**src/lpwd_pkg.sv**
```systemverilog
/*
 * Constants for the slow-clock wakeup timer, watchdog, reset-cause and
 * power-mode block. Assumes an 8-bit special function register bus.
 */
`default_nettype none
package lpwd_pkg;

    typedef logic [7:0] byte_t;

    // ------------------------------------------------------------
    // Register addresses
    // ------------------------------------------------------------
    localparam byte_t ADDR_POWER_MODE   = 8'h87;
    localparam byte_t ADDR_DATA_HIGH    = 8'hAB;
    localparam byte_t ADDR_DATA_LOW     = 8'hAC;
    localparam byte_t ADDR_SLOW_CMD     = 8'hAD;
    localparam byte_t ADDR_RESET_CAUSE  = 8'hB1;
    localparam byte_t ADDR_TICK_DIV     = 8'hB5;
    localparam byte_t ADDR_CLK_SHUTDOWN = 8'hB6;

    // ------------------------------------------------------------
    // Field positions and reset values
    // ------------------------------------------------------------
    localparam int    IDLE_BIT      = 0;
    localparam int    STOP_BIT      = 1;
    localparam int    PDOWN_BIT     = 1;
    localparam int    BUSY_BIT      = 4;
    localparam int    CAUSE_BIT     = 0;
    localparam byte_t TICK_DIV_RST  = 8'h09;
    localparam byte_t MODE_RST      = 8'h00;
    localparam logic  CAUSE_POR     = 1'b0;
    localparam logic  CAUSE_WDOG    = 1'b1;

    // Startup lengths in low-power oscillator periods.
    localparam logic [3:0] STARTUP_POR  = 4'hE;
    localparam logic [3:0] STARTUP_WDOG = 4'hC;

    // ------------------------------------------------------------
    // Slow-domain opcodes
    // ------------------------------------------------------------
    typedef enum logic [3:0] {
        OP_WAKE_LOAD = 4'b0001,
        OP_READ_LATCH = 4'b0010,
        OP_READ_COUNT = 4'b0011,
        OP_WAKE_OFF  = 4'b0100,
        OP_WDOG_LOAD = 4'b1000
    } slow_op_t;

endpackage
`default_nettype wire

```
**src/lowpower_wakeup_watchdog.sv**
```systemverilog
/*
 * Slow-clock tick divider, reloading wakeup timer, watchdog, reset-cause
 * register and idle/stop/power-down sequencing behind the SFR bus.
 * Assumes the CPU core drives the SFR strobes on clk_sys and that the
 * low-power oscillator and wake pins arrive asynchronously.
 */
`timescale 1ns/1ps
`default_nettype none

// Behaviour
// a tick is issued every tick_period_divider+1 oscillator periods.
// capture trigger output toggles each oscillator period, giving half frequency.
// wakeup counter counts ticks down, interrupts at zero and reloads from latch.
// wakeup counting is off after reset until the latch is first written.
// each latch write reloads the wakeup counter with the new value.
// opcodes disable wakeup or copy latch or counter into data registers.
// first wakeup after N+1 to N+2 ticks, then every N+1 ticks.
// a wakeup event sets the wakeup interrupt flag.
// a wakeup event restarts a stopped oscillator regardless of its enable.
// opcode 0x08 activates the watchdog, which stays on until reset.
// watchdog loads the 16-bit data registers on the load opcode.
// watchdog reaching zero resets the whole controller; the capture trigger and read data register are cleared only by power-on reset.
// software waits for not busy, then writes high, low, command.
// busy shows in command bit 4; software waits before clock shutdown access.
// power-on reset reinitialises and holds the CPU 14 oscillator periods.
// watchdog reset reinitialises and holds the CPU 12 oscillator periods.
// reset cause register records last reset source and selects start address.
// idle bit suspends the CPU while its clock keeps running.
// any enabled interrupt clears idle; watchdog reset also ends it.
// stop bit suspends the CPU; only watchdog reset ends it.
// power-down bit stops clock and regulators, keeping state.
// power-down ends on enabled pin low, wakeup event or watchdog reset.
// software requests power-down by writing 0x2 or 0x3.
// watchdog decrements once per tick; busy holds until slow side takes command.
module lowpower_wakeup_watchdog
    import lpwd_pkg::*;
(
    input  wire logic          clk_sys,
    input  wire logic          rst,
    input  wire logic          low_power_oscillator,
    input  wire lpwd_pkg::byte_t sfr_addr,
    input  wire logic          sfr_wr,
    input  wire logic          sfr_rd,
    input  wire lpwd_pkg::byte_t sfr_wdata,
    output lpwd_pkg::byte_t    sfr_rdata,
    input  wire logic          irq_pending,
    input  wire logic          wake_flag_clr,
    input  wire logic          ext_irq_zero_n,
    input  wire logic          ext_irq_one_n,
    input  wire logic [1:0]    port0_alternate_select,
    output logic               capture_trigger_input,
    output logic               wakeup_timer_irq,
    output logic               wake_irq_flag,
    output logic               clock_regulator_run,
    output logic               cpu_suspend,
    output logic               cpu_reset,
    output logic               boot_loader_sel
);
    import lpwd_pkg::*;

    // ------------------------------------------------------------
    // Input synchronisers
    // ------------------------------------------------------------
    logic       lp_s1_r;
    logic       lp_s2_r;
    logic       lp_s3_r;
    logic [1:0] pin_s1_r;
    logic [1:0] pin_s2_r;
    logic       lp_edge;
    logic       pin_wake;

    always_ff @(posedge clk_sys)
    begin
        if (rst)
        begin
            lp_s1_r <= 1'b0;
            lp_s2_r <= 1'b0;
            lp_s3_r <= 1'b0;
        end
        else
        begin
            lp_s1_r <= low_power_oscillator;
            lp_s2_r <= lp_s1_r;
            lp_s3_r <= lp_s2_r;
        end
    end

    always_ff @(posedge clk_sys)
    begin
        if (rst)
        begin
            pin_s1_r <= 2'b11;
            pin_s2_r <= 2'b11;
        end
        else
        begin
            pin_s1_r <= {ext_irq_one_n, ext_irq_zero_n};
            pin_s2_r <= pin_s1_r;
        end
    end

    // The oscillator rising edge is the slow domain's enable pulse.
    assign lp_edge  = lp_s2_r & ~lp_s3_r;
    assign pin_wake = |(~pin_s2_r & port0_alternate_select);

    // ------------------------------------------------------------
    // Register state
    // ------------------------------------------------------------
    byte_t       div_r;
    byte_t       tick_cnt_r;
    byte_t       data_hi_r;
    byte_t       data_lo_r;
    byte_t       power_mode_control_r;
    byte_t       ck_r;
    logic [3:0]  cmd_r;
    logic        busy_r;
    logic        cause_r;
    logic [15:0] latch_r;
    logic [15:0] wake_cnt_r;
    logic        wake_en_r;
    logic        wake_skip_r;
    logic        wake_pulse_r;
    logic        wake_flag_r;
    logic [15:0] wd_cnt_r;
    logic        wd_act_r;
    logic [3:0]  boot_cnt_r;
    logic        cap_trig_r;
    byte_t       rdata_r;

    logic        tick;
    logic        exec;
    logic        exec_wake;
    logic        exec_wd;
    logic        wake_ev;
    logic        wd_fire;
    logic        sys_init;
    logic        cmd_go;
    logic [15:0] data_word;

    assign data_word = {data_hi_r, data_lo_r};
    // Compare with >= so that lowering the divider below the running count
    // takes effect at once instead of waiting for the counter to wrap.
    assign tick      = lp_edge && (tick_cnt_r >= div_r);
    assign exec      = busy_r && lp_edge;
    assign exec_wake = exec && (cmd_r == OP_WAKE_LOAD);
    assign exec_wd   = exec && (cmd_r == OP_WDOG_LOAD);
    assign cmd_go    = sfr_wr && (sfr_addr == ADDR_SLOW_CMD) && !busy_r;
    assign sys_init  = rst || wd_fire;

    // ------------------------------------------------------------
    // Tick divider and capture trigger
    // ------------------------------------------------------------
    always_ff @(posedge clk_sys)
    begin
        if (sys_init)
            tick_cnt_r <= 8'h00;
        else if (lp_edge)
            tick_cnt_r <= tick ? 8'h00 : 8'(tick_cnt_r + 8'h01);
    end

    always_ff @(posedge clk_sys)
    begin
        if (rst)
            cap_trig_r <= 1'b0;
        else if (lp_edge)
            cap_trig_r <= ~cap_trig_r;
    end

    // ------------------------------------------------------------
    // Command handshake
    // ------------------------------------------------------------
    // A command written while busy is dropped, so software must poll.
    always_ff @(posedge clk_sys)
    begin
        if (sys_init)
        begin
            busy_r <= 1'b0;
            cmd_r  <= 4'h0;
        end
        else if (cmd_go)
        begin
            busy_r <= 1'b1;
            cmd_r  <= sfr_wdata[3:0];
        end
        else if (exec)
            busy_r <= 1'b0;
    end

    // Slow-domain readback wins over a CPU write made while busy.
    always_ff @(posedge clk_sys)
    begin
        if (sys_init)
        begin
            data_hi_r <= 8'h00;
            data_lo_r <= 8'h00;
        end
        else if (exec && cmd_r == OP_READ_LATCH)
            {data_hi_r, data_lo_r} <= latch_r;
        else if (exec && cmd_r == OP_READ_COUNT)
            {data_hi_r, data_lo_r} <= wake_cnt_r;
        else if (sfr_wr && sfr_addr == ADDR_DATA_HIGH)
            data_hi_r <= sfr_wdata;
        else if (sfr_wr && sfr_addr == ADDR_DATA_LOW)
            data_lo_r <= sfr_wdata;
    end

    // ------------------------------------------------------------
    // Wakeup timer
    // ------------------------------------------------------------
    // The skipped first tick makes the first period N+1 to N+2 ticks.
    // A disable on the same oscillator edge wins, since it skips the reload.
    assign wake_ev = tick && wake_en_r && !wake_skip_r
                     && (wake_cnt_r == 16'h0000) && !exec_wake
                     && !(exec && cmd_r == OP_WAKE_OFF);

    always_ff @(posedge clk_sys)
    begin
        if (sys_init)
        begin
            latch_r     <= 16'h0000;
            wake_cnt_r  <= 16'h0000;
            wake_en_r   <= 1'b0;
            wake_skip_r <= 1'b0;
        end
        else if (exec_wake)
        begin
            latch_r     <= data_word;
            wake_cnt_r  <= data_word;
            wake_en_r   <= 1'b1;
            wake_skip_r <= 1'b1;
        end
        else if (exec && cmd_r == OP_WAKE_OFF)
            wake_en_r <= 1'b0;
        else if (tick && wake_en_r)
        begin
            if (wake_skip_r)
                wake_skip_r <= 1'b0;
            else if (wake_cnt_r == 16'h0000)
                wake_cnt_r <= latch_r;
            else
                wake_cnt_r <= wake_cnt_r - 16'h0001;
        end
    end

    // The flag's set beats a same-cycle clear so no wakeup is lost.
    always_ff @(posedge clk_sys)
    begin
        if (sys_init)
        begin
            wake_pulse_r <= 1'b0;
            wake_flag_r  <= 1'b0;
        end
        else
        begin
            wake_pulse_r <= wake_ev;
            if (wake_ev)
                wake_flag_r <= 1'b1;
            else if (wake_flag_clr)
                wake_flag_r <= 1'b0;
        end
    end

    // ------------------------------------------------------------
    // Watchdog
    // ------------------------------------------------------------
    // A load on the same oscillator edge as expiry rescues the system.
    assign wd_fire = tick && wd_act_r && (wd_cnt_r <= 16'h0001)
                     && !exec_wd;

    always_ff @(posedge clk_sys)
    begin
        if (sys_init)
        begin
            wd_act_r <= 1'b0;
            wd_cnt_r <= 16'h0000;
        end
        else if (exec_wd)
        begin
            wd_act_r <= 1'b1;
            wd_cnt_r <= data_word;
        end
        else if (tick && wd_act_r)
            wd_cnt_r <= wd_cnt_r - 16'h0001;
    end

    // ------------------------------------------------------------
    // Reset sequencing and cause
    // ------------------------------------------------------------
    always_ff @(posedge clk_sys)
    begin
        if (rst)
            boot_cnt_r <= STARTUP_POR;
        else if (wd_fire)
            boot_cnt_r <= STARTUP_WDOG;
        else if (lp_edge && boot_cnt_r != 4'h0)
            boot_cnt_r <= boot_cnt_r - 4'h1;
    end

    always_ff @(posedge clk_sys)
    begin
        if (rst)
            cause_r <= CAUSE_POR;
        else if (wd_fire)
            cause_r <= CAUSE_WDOG;
        else if (sfr_wr && sfr_addr == ADDR_RESET_CAUSE)
            cause_r <= sfr_wdata[CAUSE_BIT];
    end

    // ------------------------------------------------------------
    // Power modes
    // ------------------------------------------------------------
    always_ff @(posedge clk_sys)
    begin
        if (sys_init)
            power_mode_control_r <= MODE_RST;
        else if (sfr_wr && sfr_addr == ADDR_POWER_MODE)
            power_mode_control_r <= sfr_wdata;
        else if (irq_pending)
            power_mode_control_r[IDLE_BIT] <= 1'b0;
    end

    // Only a clear of the power-down bit happens in hardware.
    always_ff @(posedge clk_sys)
    begin
        if (sys_init)
            ck_r <= MODE_RST;
        else if (sfr_wr && sfr_addr == ADDR_CLK_SHUTDOWN)
            ck_r <= sfr_wdata;
        else if (wake_ev || pin_wake)
            ck_r[PDOWN_BIT] <= 1'b0;
    end

    // ------------------------------------------------------------
    // Register read port
    // ------------------------------------------------------------
    always_ff @(posedge clk_sys)
    begin
        if (rst)
            rdata_r <= 8'h00;
        else if (sfr_rd)
        begin
            unique case (sfr_addr)
                ADDR_POWER_MODE:   rdata_r <= power_mode_control_r;
                ADDR_DATA_HIGH:    rdata_r <= data_hi_r;
                ADDR_DATA_LOW:     rdata_r <= data_lo_r;
                ADDR_SLOW_CMD:     rdata_r <= {3'b000, busy_r, cmd_r};
                ADDR_RESET_CAUSE:  rdata_r <= {7'b000_0000, cause_r};
                ADDR_TICK_DIV:     rdata_r <= div_r;
                ADDR_CLK_SHUTDOWN: rdata_r <= ck_r;
                default:           rdata_r <= 8'h00;
            endcase
        end
    end

    always_ff @(posedge clk_sys)
    begin
        if (sys_init)
            div_r <= TICK_DIV_RST;
        else if (sfr_wr && sfr_addr == ADDR_TICK_DIV)
            div_r <= sfr_wdata;
    end

    assign sfr_rdata             = rdata_r;
    assign capture_trigger_input = cap_trig_r;
    assign wakeup_timer_irq      = wake_pulse_r;
    assign wake_irq_flag         = wake_flag_r;
    assign clock_regulator_run   = !ck_r[PDOWN_BIT];
    assign cpu_suspend           = power_mode_control_r[IDLE_BIT] || power_mode_control_r[STOP_BIT]
                                   || ck_r[PDOWN_BIT];
    assign cpu_reset             = (boot_cnt_r != 4'h0);
    assign boot_loader_sel       = (cause_r == CAUSE_POR);

    // ------------------------------------------------------------
    // Checks
    // ------------------------------------------------------------
    a_busy_held: assert property (@(posedge clk_sys) disable iff (rst)
        cmd_go && !wd_fire |=> busy_r && cmd_r == $past(sfr_wdata[3:0]))
        else $error("busy not raised by command");

    a_busy_clear: assert property (@(posedge clk_sys) disable iff (rst)
        exec && !wd_fire |=> !busy_r)
        else $error("busy not cleared when taken");

    a_half_rate: assert property (@(posedge clk_sys) disable iff (rst)
        lp_edge |=> capture_trigger_input != $past(capture_trigger_input))
        else $error("capture trigger missed a toggle");

    a_wake_load: assert property (@(posedge clk_sys) disable iff (rst)
        exec_wake && !wd_fire |=> wake_en_r && wake_skip_r
        && wake_cnt_r == $past(data_word))
        else $error("wakeup load wrong");

    a_wake_reload: assert property (@(posedge clk_sys) disable iff (rst)
        wake_ev && !wd_fire |=> wake_cnt_r == latch_r
        && wakeup_timer_irq && wake_irq_flag)
        else $error("wakeup event not reloaded or flagged");

    a_wdog_sticky: assert property (@(posedge clk_sys) disable iff (rst)
        wd_act_r && !wd_fire |=> wd_act_r)
        else $error("watchdog dropped without reset");

    a_wdog_reset: assert property (@(posedge clk_sys) disable iff (rst)
        wd_fire |=> cpu_reset && boot_cnt_r == STARTUP_WDOG
        && !boot_loader_sel && !wd_act_r)
        else $error("watchdog expiry did not reset");

    a_pdown_exit: assert property (@(posedge clk_sys) disable iff (rst)
        ck_r[PDOWN_BIT] && (wake_ev || pin_wake)
        && !(sfr_wr && sfr_addr == ADDR_CLK_SHUTDOWN) |=> clock_regulator_run)
        else $error("power-down not ended by wake");

    a_idle_exit: assert property (@(posedge clk_sys) disable iff (rst)
        power_mode_control_r[IDLE_BIT] && irq_pending && !wd_fire
        && !(sfr_wr && sfr_addr == ADDR_POWER_MODE) |=> !power_mode_control_r[IDLE_BIT])
        else $error("idle not ended by interrupt");

    a_stop_holds: assert property (@(posedge clk_sys) disable iff (rst)
        power_mode_control_r[STOP_BIT] && !wd_fire
        && !(sfr_wr && sfr_addr == ADDR_POWER_MODE) |=> cpu_suspend)
        else $error("stop mode left without watchdog");

endmodule
`default_nettype wire

```
**config.mk**
```make
export PLATFORM = sky130hd
export DESIGN_NAME = lowpower_wakeup_watchdog
export DESIGN_NICKNAME = d
export VERILOG_FILES = /design/src/lpwd_pkg.sv /design/src/lowpower_wakeup_watchdog.sv
export SDC_FILE = /design/constraint.sdc
export NUM_CORES = 1
export LEC_CHECK = 0
export BUFFER_PORTS_ARGS = -buffer_cell sky130_fd_sc_hd__buf_2
export CORE_ASPECT_RATIO = 1.75
export CORE_MARGIN = 4
export CORE_UTILIZATION = 32
export CTS_BUF_LIST = sky130_fd_sc_hd__clkbuf_4
export DETAILED_ROUTE_END_ITERATION = 8
export PLACE_DENSITY = 0.57
export SETUP_SLACK_MARGIN = 0.2
export SYNTH_ARGS = -nofsm -noshare
export SYNTH_HDL_FRONTEND = slang
export SYNTH_SLANG_ARGS = --single-unit
```
**constraint.sdc**
```tcl
create_clock -name clk_sys -period 2.4 [get_ports clk_sys]
set_input_delay 0.48 -clock clk_sys [delete_from_list [all_inputs] [get_ports clk_sys]]
set_output_delay 0.48 -clock clk_sys [all_outputs]
set_load 0.02 [all_outputs]
```
==> out/qor.json <==
{
  "internal_power_mw": 3.045,
  "crit_slowest_cell": "sky130_fd_sc_hd__or4_4",
  "io_pins": 42,
  "numClockSinks": 127,
  "p_switching_uw": 953.5,
  "largest_registers": "latch_r: 16 flops, wake_cnt_r: 16 flops, wd_cnt_r: 16 flops",
  "synth_fp_nets": 830,
  "drt_iter0_drc": 416,
  "ys_ff_latch": 127,
  "power.sequential.fraction_pct": 53.1,
  "path_cells": "or4_4 > nor3_4 > and3b_2 > nand3b_4 > o41ai_4 > buf_6 > buf_12 > buf_6 > buf_16 > nor2_4",
  "worst-path-max-fanout": 6,
  "ctsHtreeMaxLevel": 4,
  "fp.dieW_um": 114.6,
  "final.setup.worst_slack_ps": -21.90,
  "syn-instance-count": 789,
  "finish.cell_count_without_fillers": 1148,
  "cp.buffers_inverters": 4,
  "final_worst_path_cycle_share_pct": 100.9,
  "combined_global_route_utilization_of_all_metal_layers_pct": 19.30,
  "tritoncts": "yes",
  "wl_um": 21390,
  "initial_core_util_pct": 32.40,
  "hpwlAfterDp_um": 15410,
  "critical_path.max_stage_delay_ps": 550,
  "antenna_violating_nets_post_route": 0,
  "synthToLayoutAreaGrowth_pct": 32.67,
  "clk_skew_ps": 23.72,
  "nNetsFinal": 934,
  "die-area_um2": 22310,
  "pwr-share-comb_pct": 7.6,
  "holdCritPathClass": "input port to register",
  "worst_setup_path_end_kind": "register",
  "grt_pass1_vias": 6216,
  "cts_made_buffers": 17,
  "routed_wire_length_per_instance_um": 18.63,
  "report.final.hold_viol_count": 0,
  "failed_checks": "setup timing",
  "max_cap_violations": 0,
  "via_count": 6192,
  "cts.root.buffer_cell": "sky130_fd_sc_hd__clkbuf_4",
  "grt_overflow": 0,
  "buffer_ports.inserted": 41,
  "ctsLongestPathBuffers": 2,
  "ys.flop_type": "sky130_fd_sc_hd__dfxtp_1",
  "share_of_layout_cells_above_drive_strength_1_pct": 30.04,
  "final-max-slew-violation-count": 0,
  "die-height_um": 194.6,
  "run_status": "finished with violations",
  "critical_path_arrival_ps": 2850,
  "power.share.switching_pct": 23.85,
  "dpl.cell_count": 1096,
  "post-layout-total-power_mw": 3.998,
  "timing_worst_slew_pin_value_ps": 500.4,
  "clk_pin_slew_ps": 100,
  "yosysWarningCount": 0,
  "power_leakage_nw": 3.136,
  "cts_hold_buf": 0,
  "pwr-share-clk_pct": 39.3,
  "netlist-cell-type-count": 60,
  "synth_async_sr_flop_share_pct": 0,
  "power.density_cell_area_nw_per_um2": 473.2,
  "timing.slew.headroom_pct": 66.52,
  "critical_path_required_ps": 2830,
  "core_area_um2": 19650,
  "place_congestion": 0.8812,
  "drt-pass1-iter-count": 5,
  "vdd_ir_drop_max_mv": 0.2389,
  "grt_max_degree": 34,
  "sequential_cell_area_um2": 2559,
  "number_of_antenna_violations_at_the_first_check_in_global_routing": 1,
  "startpoint_type": "register",
  "setup-violations-final": 17,
  "drc": 0,
  "syn_avg_cell_area_um2": 8.072,
  "criticalPathCategory": "register to register",
  "critical-path-top-delay-family": "simple AND/OR/NAND/NOR gates",
  "cp_common_cell": "sky130_fd_sc_hd__buf_6",
  "filler_cell_count": 1971,
  "wire_length_of_the_first_global_routing_pass_um": 33540,
  "synth-edff-count": 0,
  "post_synth_instance_area_um2": 6369,
  "row_count": 68,
  "worstSkewPairLatency_ps": 550,
  "achievable-frequency_mhz": 412.9,
  "rsz0062_at_grt": "true",
  "multi_input_comb_area_um2": 3971,
  "synth.yosys.seq_area_share_pct": 39.92,
  "layout_min_cycle_time_ps": 2422,
  "vias_per_cell": 5.394
}
[logic make-up after synthesis]
group,after synthesis,share of synthesized area (%)
xor gates and xnor gates,31,4.263
muxes,34,5.422
adders and majority gates,14,2.751
and+or+nand+nor,325,23.99
buffers and inverters,72,4.538
AOI/OAI and AO/OA,186,19.12
DFF,127,39.92
[power by group through the flow]
stage / registers (mW) / logic [mW] / clock network, mW
final: 2.12 / 0.304 / 1.57
after global routing: 2.13 / 0.319 / 1.69
after CTS: 2.12 / 0.281 / 1.62
after detailed placement: 2.17 / 0.199 / 0
after global placement: 2.17 / 0.198 / 0
after floorplan: 2.17 / 0.0942 / 0
[synthesized netlist by cell type, types with 3 or more instances]
| cell | n | share of area (%) |
|---|---|---|
| sky130_fd_sc_hd__buf_2 | 9 | 0.71 |
| sky130_fd_sc_hd__a21oi_1 | 77 | 6.1 |
| sky130_fd_sc_hd__mux2i_1 | 30 | 4.7 |
| sky130_fd_sc_hd__a31oi_1 | 5 | 0.49 |
| sky130_fd_sc_hd__xnor2_1 | 22 | 3.0 |
| sky130_fd_sc_hd__nand3_1 | 23 | 1.8 |
| sky130_fd_sc_hd__ha_1 | 14 | 2.8 |
| sky130_fd_sc_hd__o21ai_0 | 19 | 1.5 |
| sky130_fd_sc_hd__nor3b_1 | 7 | 0.83 |
| sky130_fd_sc_hd__or4_1 | 7 | 0.83 |
| sky130_fd_sc_hd__a22o_1 | 3 | 0.41 |
| sky130_fd_sc_hd__dfxtp_1 | 127 | 40 |
| sky130_fd_sc_hd__nor2b_1 | 4 | 0.39 |
| sky130_fd_sc_hd__nand4b_1 | 3 | 0.41 |
| sky130_fd_sc_hd__nand2b_1 | 6 | 0.59 |
| sky130_fd_sc_hd__nor3_1 | 17 | 1.3 |
| sky130_fd_sc_hd__inv_1 | 24 | 1.4 |
| sky130_fd_sc_hd__a222oi_1 | 3 | 0.47 |
| sky130_fd_sc_hd__nor2_1 | 106 | 6.2 |
| sky130_fd_sc_hd__xor2_1 | 9 | 1.2 |
| sky130_fd_sc_hd__and3_1 | 6 | 0.59 |
| sky130_fd_sc_hd__buf_1 | 3 | 0.18 |
| sky130_fd_sc_hd__a211oi_1 | 34 | 4.0 |
| sky130_fd_sc_hd__mux2_2 | 4 | 0.71 |
| sky130_fd_sc_hd__or2_2 | 5 | 0.49 |
| sky130_fd_sc_hd__o211ai_1 | 6 | 0.71 |
| sky130_fd_sc_hd__or3_1 | 5 | 0.49 |
| sky130_fd_sc_hd__a211o_1 | 8 | 1.1 |
| sky130_fd_sc_hd__nand4_1 | 8 | 0.79 |
| sky130_fd_sc_hd__nor4_1 | 8 | 0.79 |
| sky130_fd_sc_hd__clkbuf_1 | 34 | 2.0 |
| sky130_fd_sc_hd__a22oi_1 | 12 | 1.4 |
| sky130_fd_sc_hd__nand2_1 | 106 | 6.2 |
[layer usage]
metal | wire (um) | share of wire (%) | global-route usage, %
met5 | 0 | 0 | 0
met4 | 1258 | 5.9 | 11.71
met3 | 684 | 3.2 | 2.710
met2 | 11830 | 55 | 35.95
met1 | 7618 | 36 | 19.66
[worst register-to-register path: stages, from the launching register on]
cell                       delay (ps)
sky130_fd_sc_hd__dfxtp_2          330
sky130_fd_sc_hd__or4_4            550
sky130_fd_sc_hd__nor3_4           140
sky130_fd_sc_hd__and3b_2          250
sky130_fd_sc_hd__nand3b_4          90
sky130_fd_sc_hd__o41ai_4          340
sky130_fd_sc_hd__buf_6            180
sky130_fd_sc_hd__buf_12           150
sky130_fd_sc_hd__buf_6            120
sky130_fd_sc_hd__buf_16           130
sky130_fd_sc_hd__nor2_4            40
[metrics by stage]
stage	area, um^2	hold WS (ps)	util, %	TNS, ps	setup WS (ps)
3_5_place_dp	7320	403.8	37.24	-1613	-57.99
3_3_place_gp	7320	392.1	37.24	-7.832	-7.383
4_1_cts	8253	86.63	41.99	-2.798	-2.798
6_report	8449	126.6	42.99	-183.2	-21.90
5_1_grt	8449	89.43	42.99	-4422	-99.62
2_1_floorplan	6416	389.5	-	0	47.13
[placed cells by master, fill, tap and decap left out, types with 19 or more instances in the layout]
cell type,n
sky130_fd_sc_hd__a21oi_1,48
sky130_fd_sc_hd__buf_4,65
sky130_fd_sc_hd__nand3_1,23
sky130_fd_sc_hd__inv_1,20
sky130_fd_sc_hd__nor2_1,88
sky130_fd_sc_hd__buf_2,41
sky130_fd_sc_hd__nand2_1,105
sky130_fd_sc_hd__mux2i_1,30
sky130_fd_sc_hd__o21ai_0,19
sky130_fd_sc_hd__a21oi_2,29
sky130_fd_sc_hd__xnor2_1,22
sky130_fd_sc_hd__dfxtp_1,116
[path summary, 6_finish.rpt]
check,from,endpoint,slack (ps),depth (start not counted)
setup / recovery,wd_cnt_r[5],power_mode_control_r[0],-20,10
hold / removal,ext_irq_zero_n,pin_s1_r[0],130,2
setup reg to reg,wd_cnt_r[5],power_mode_control_r[0],-20,10
hold reg to reg,pin_s1_r[1],pin_s2_r[1],420,1
[what timing repair did]
| item | 4_1_cts | 5_1_grt |
|---|---|---|
| buffers inserted | 12 | 2 |
| pin swaps | 15 | 6 |
| gates cloned | 7 | 2 |
| gates resized for setup | 88 | 30 |
| hold endpoints to repair | 0 | 0 |
| setup endpoints to repair | 103 | 103 |
[area by class of cell]
class	count	area share (%)
Antenna cell	1	0.02962
Clock buffer	17	1.510
Clock inverter	11	1.777
Inverter	24	1.066
Multi-Input combinational cell	590	47.00
Sequential cell	127	30.28
Tap cell	245	3.628
Timing Repair Buffer	133	14.70
No activity file was read; power rests on OpenSTA's default activity.
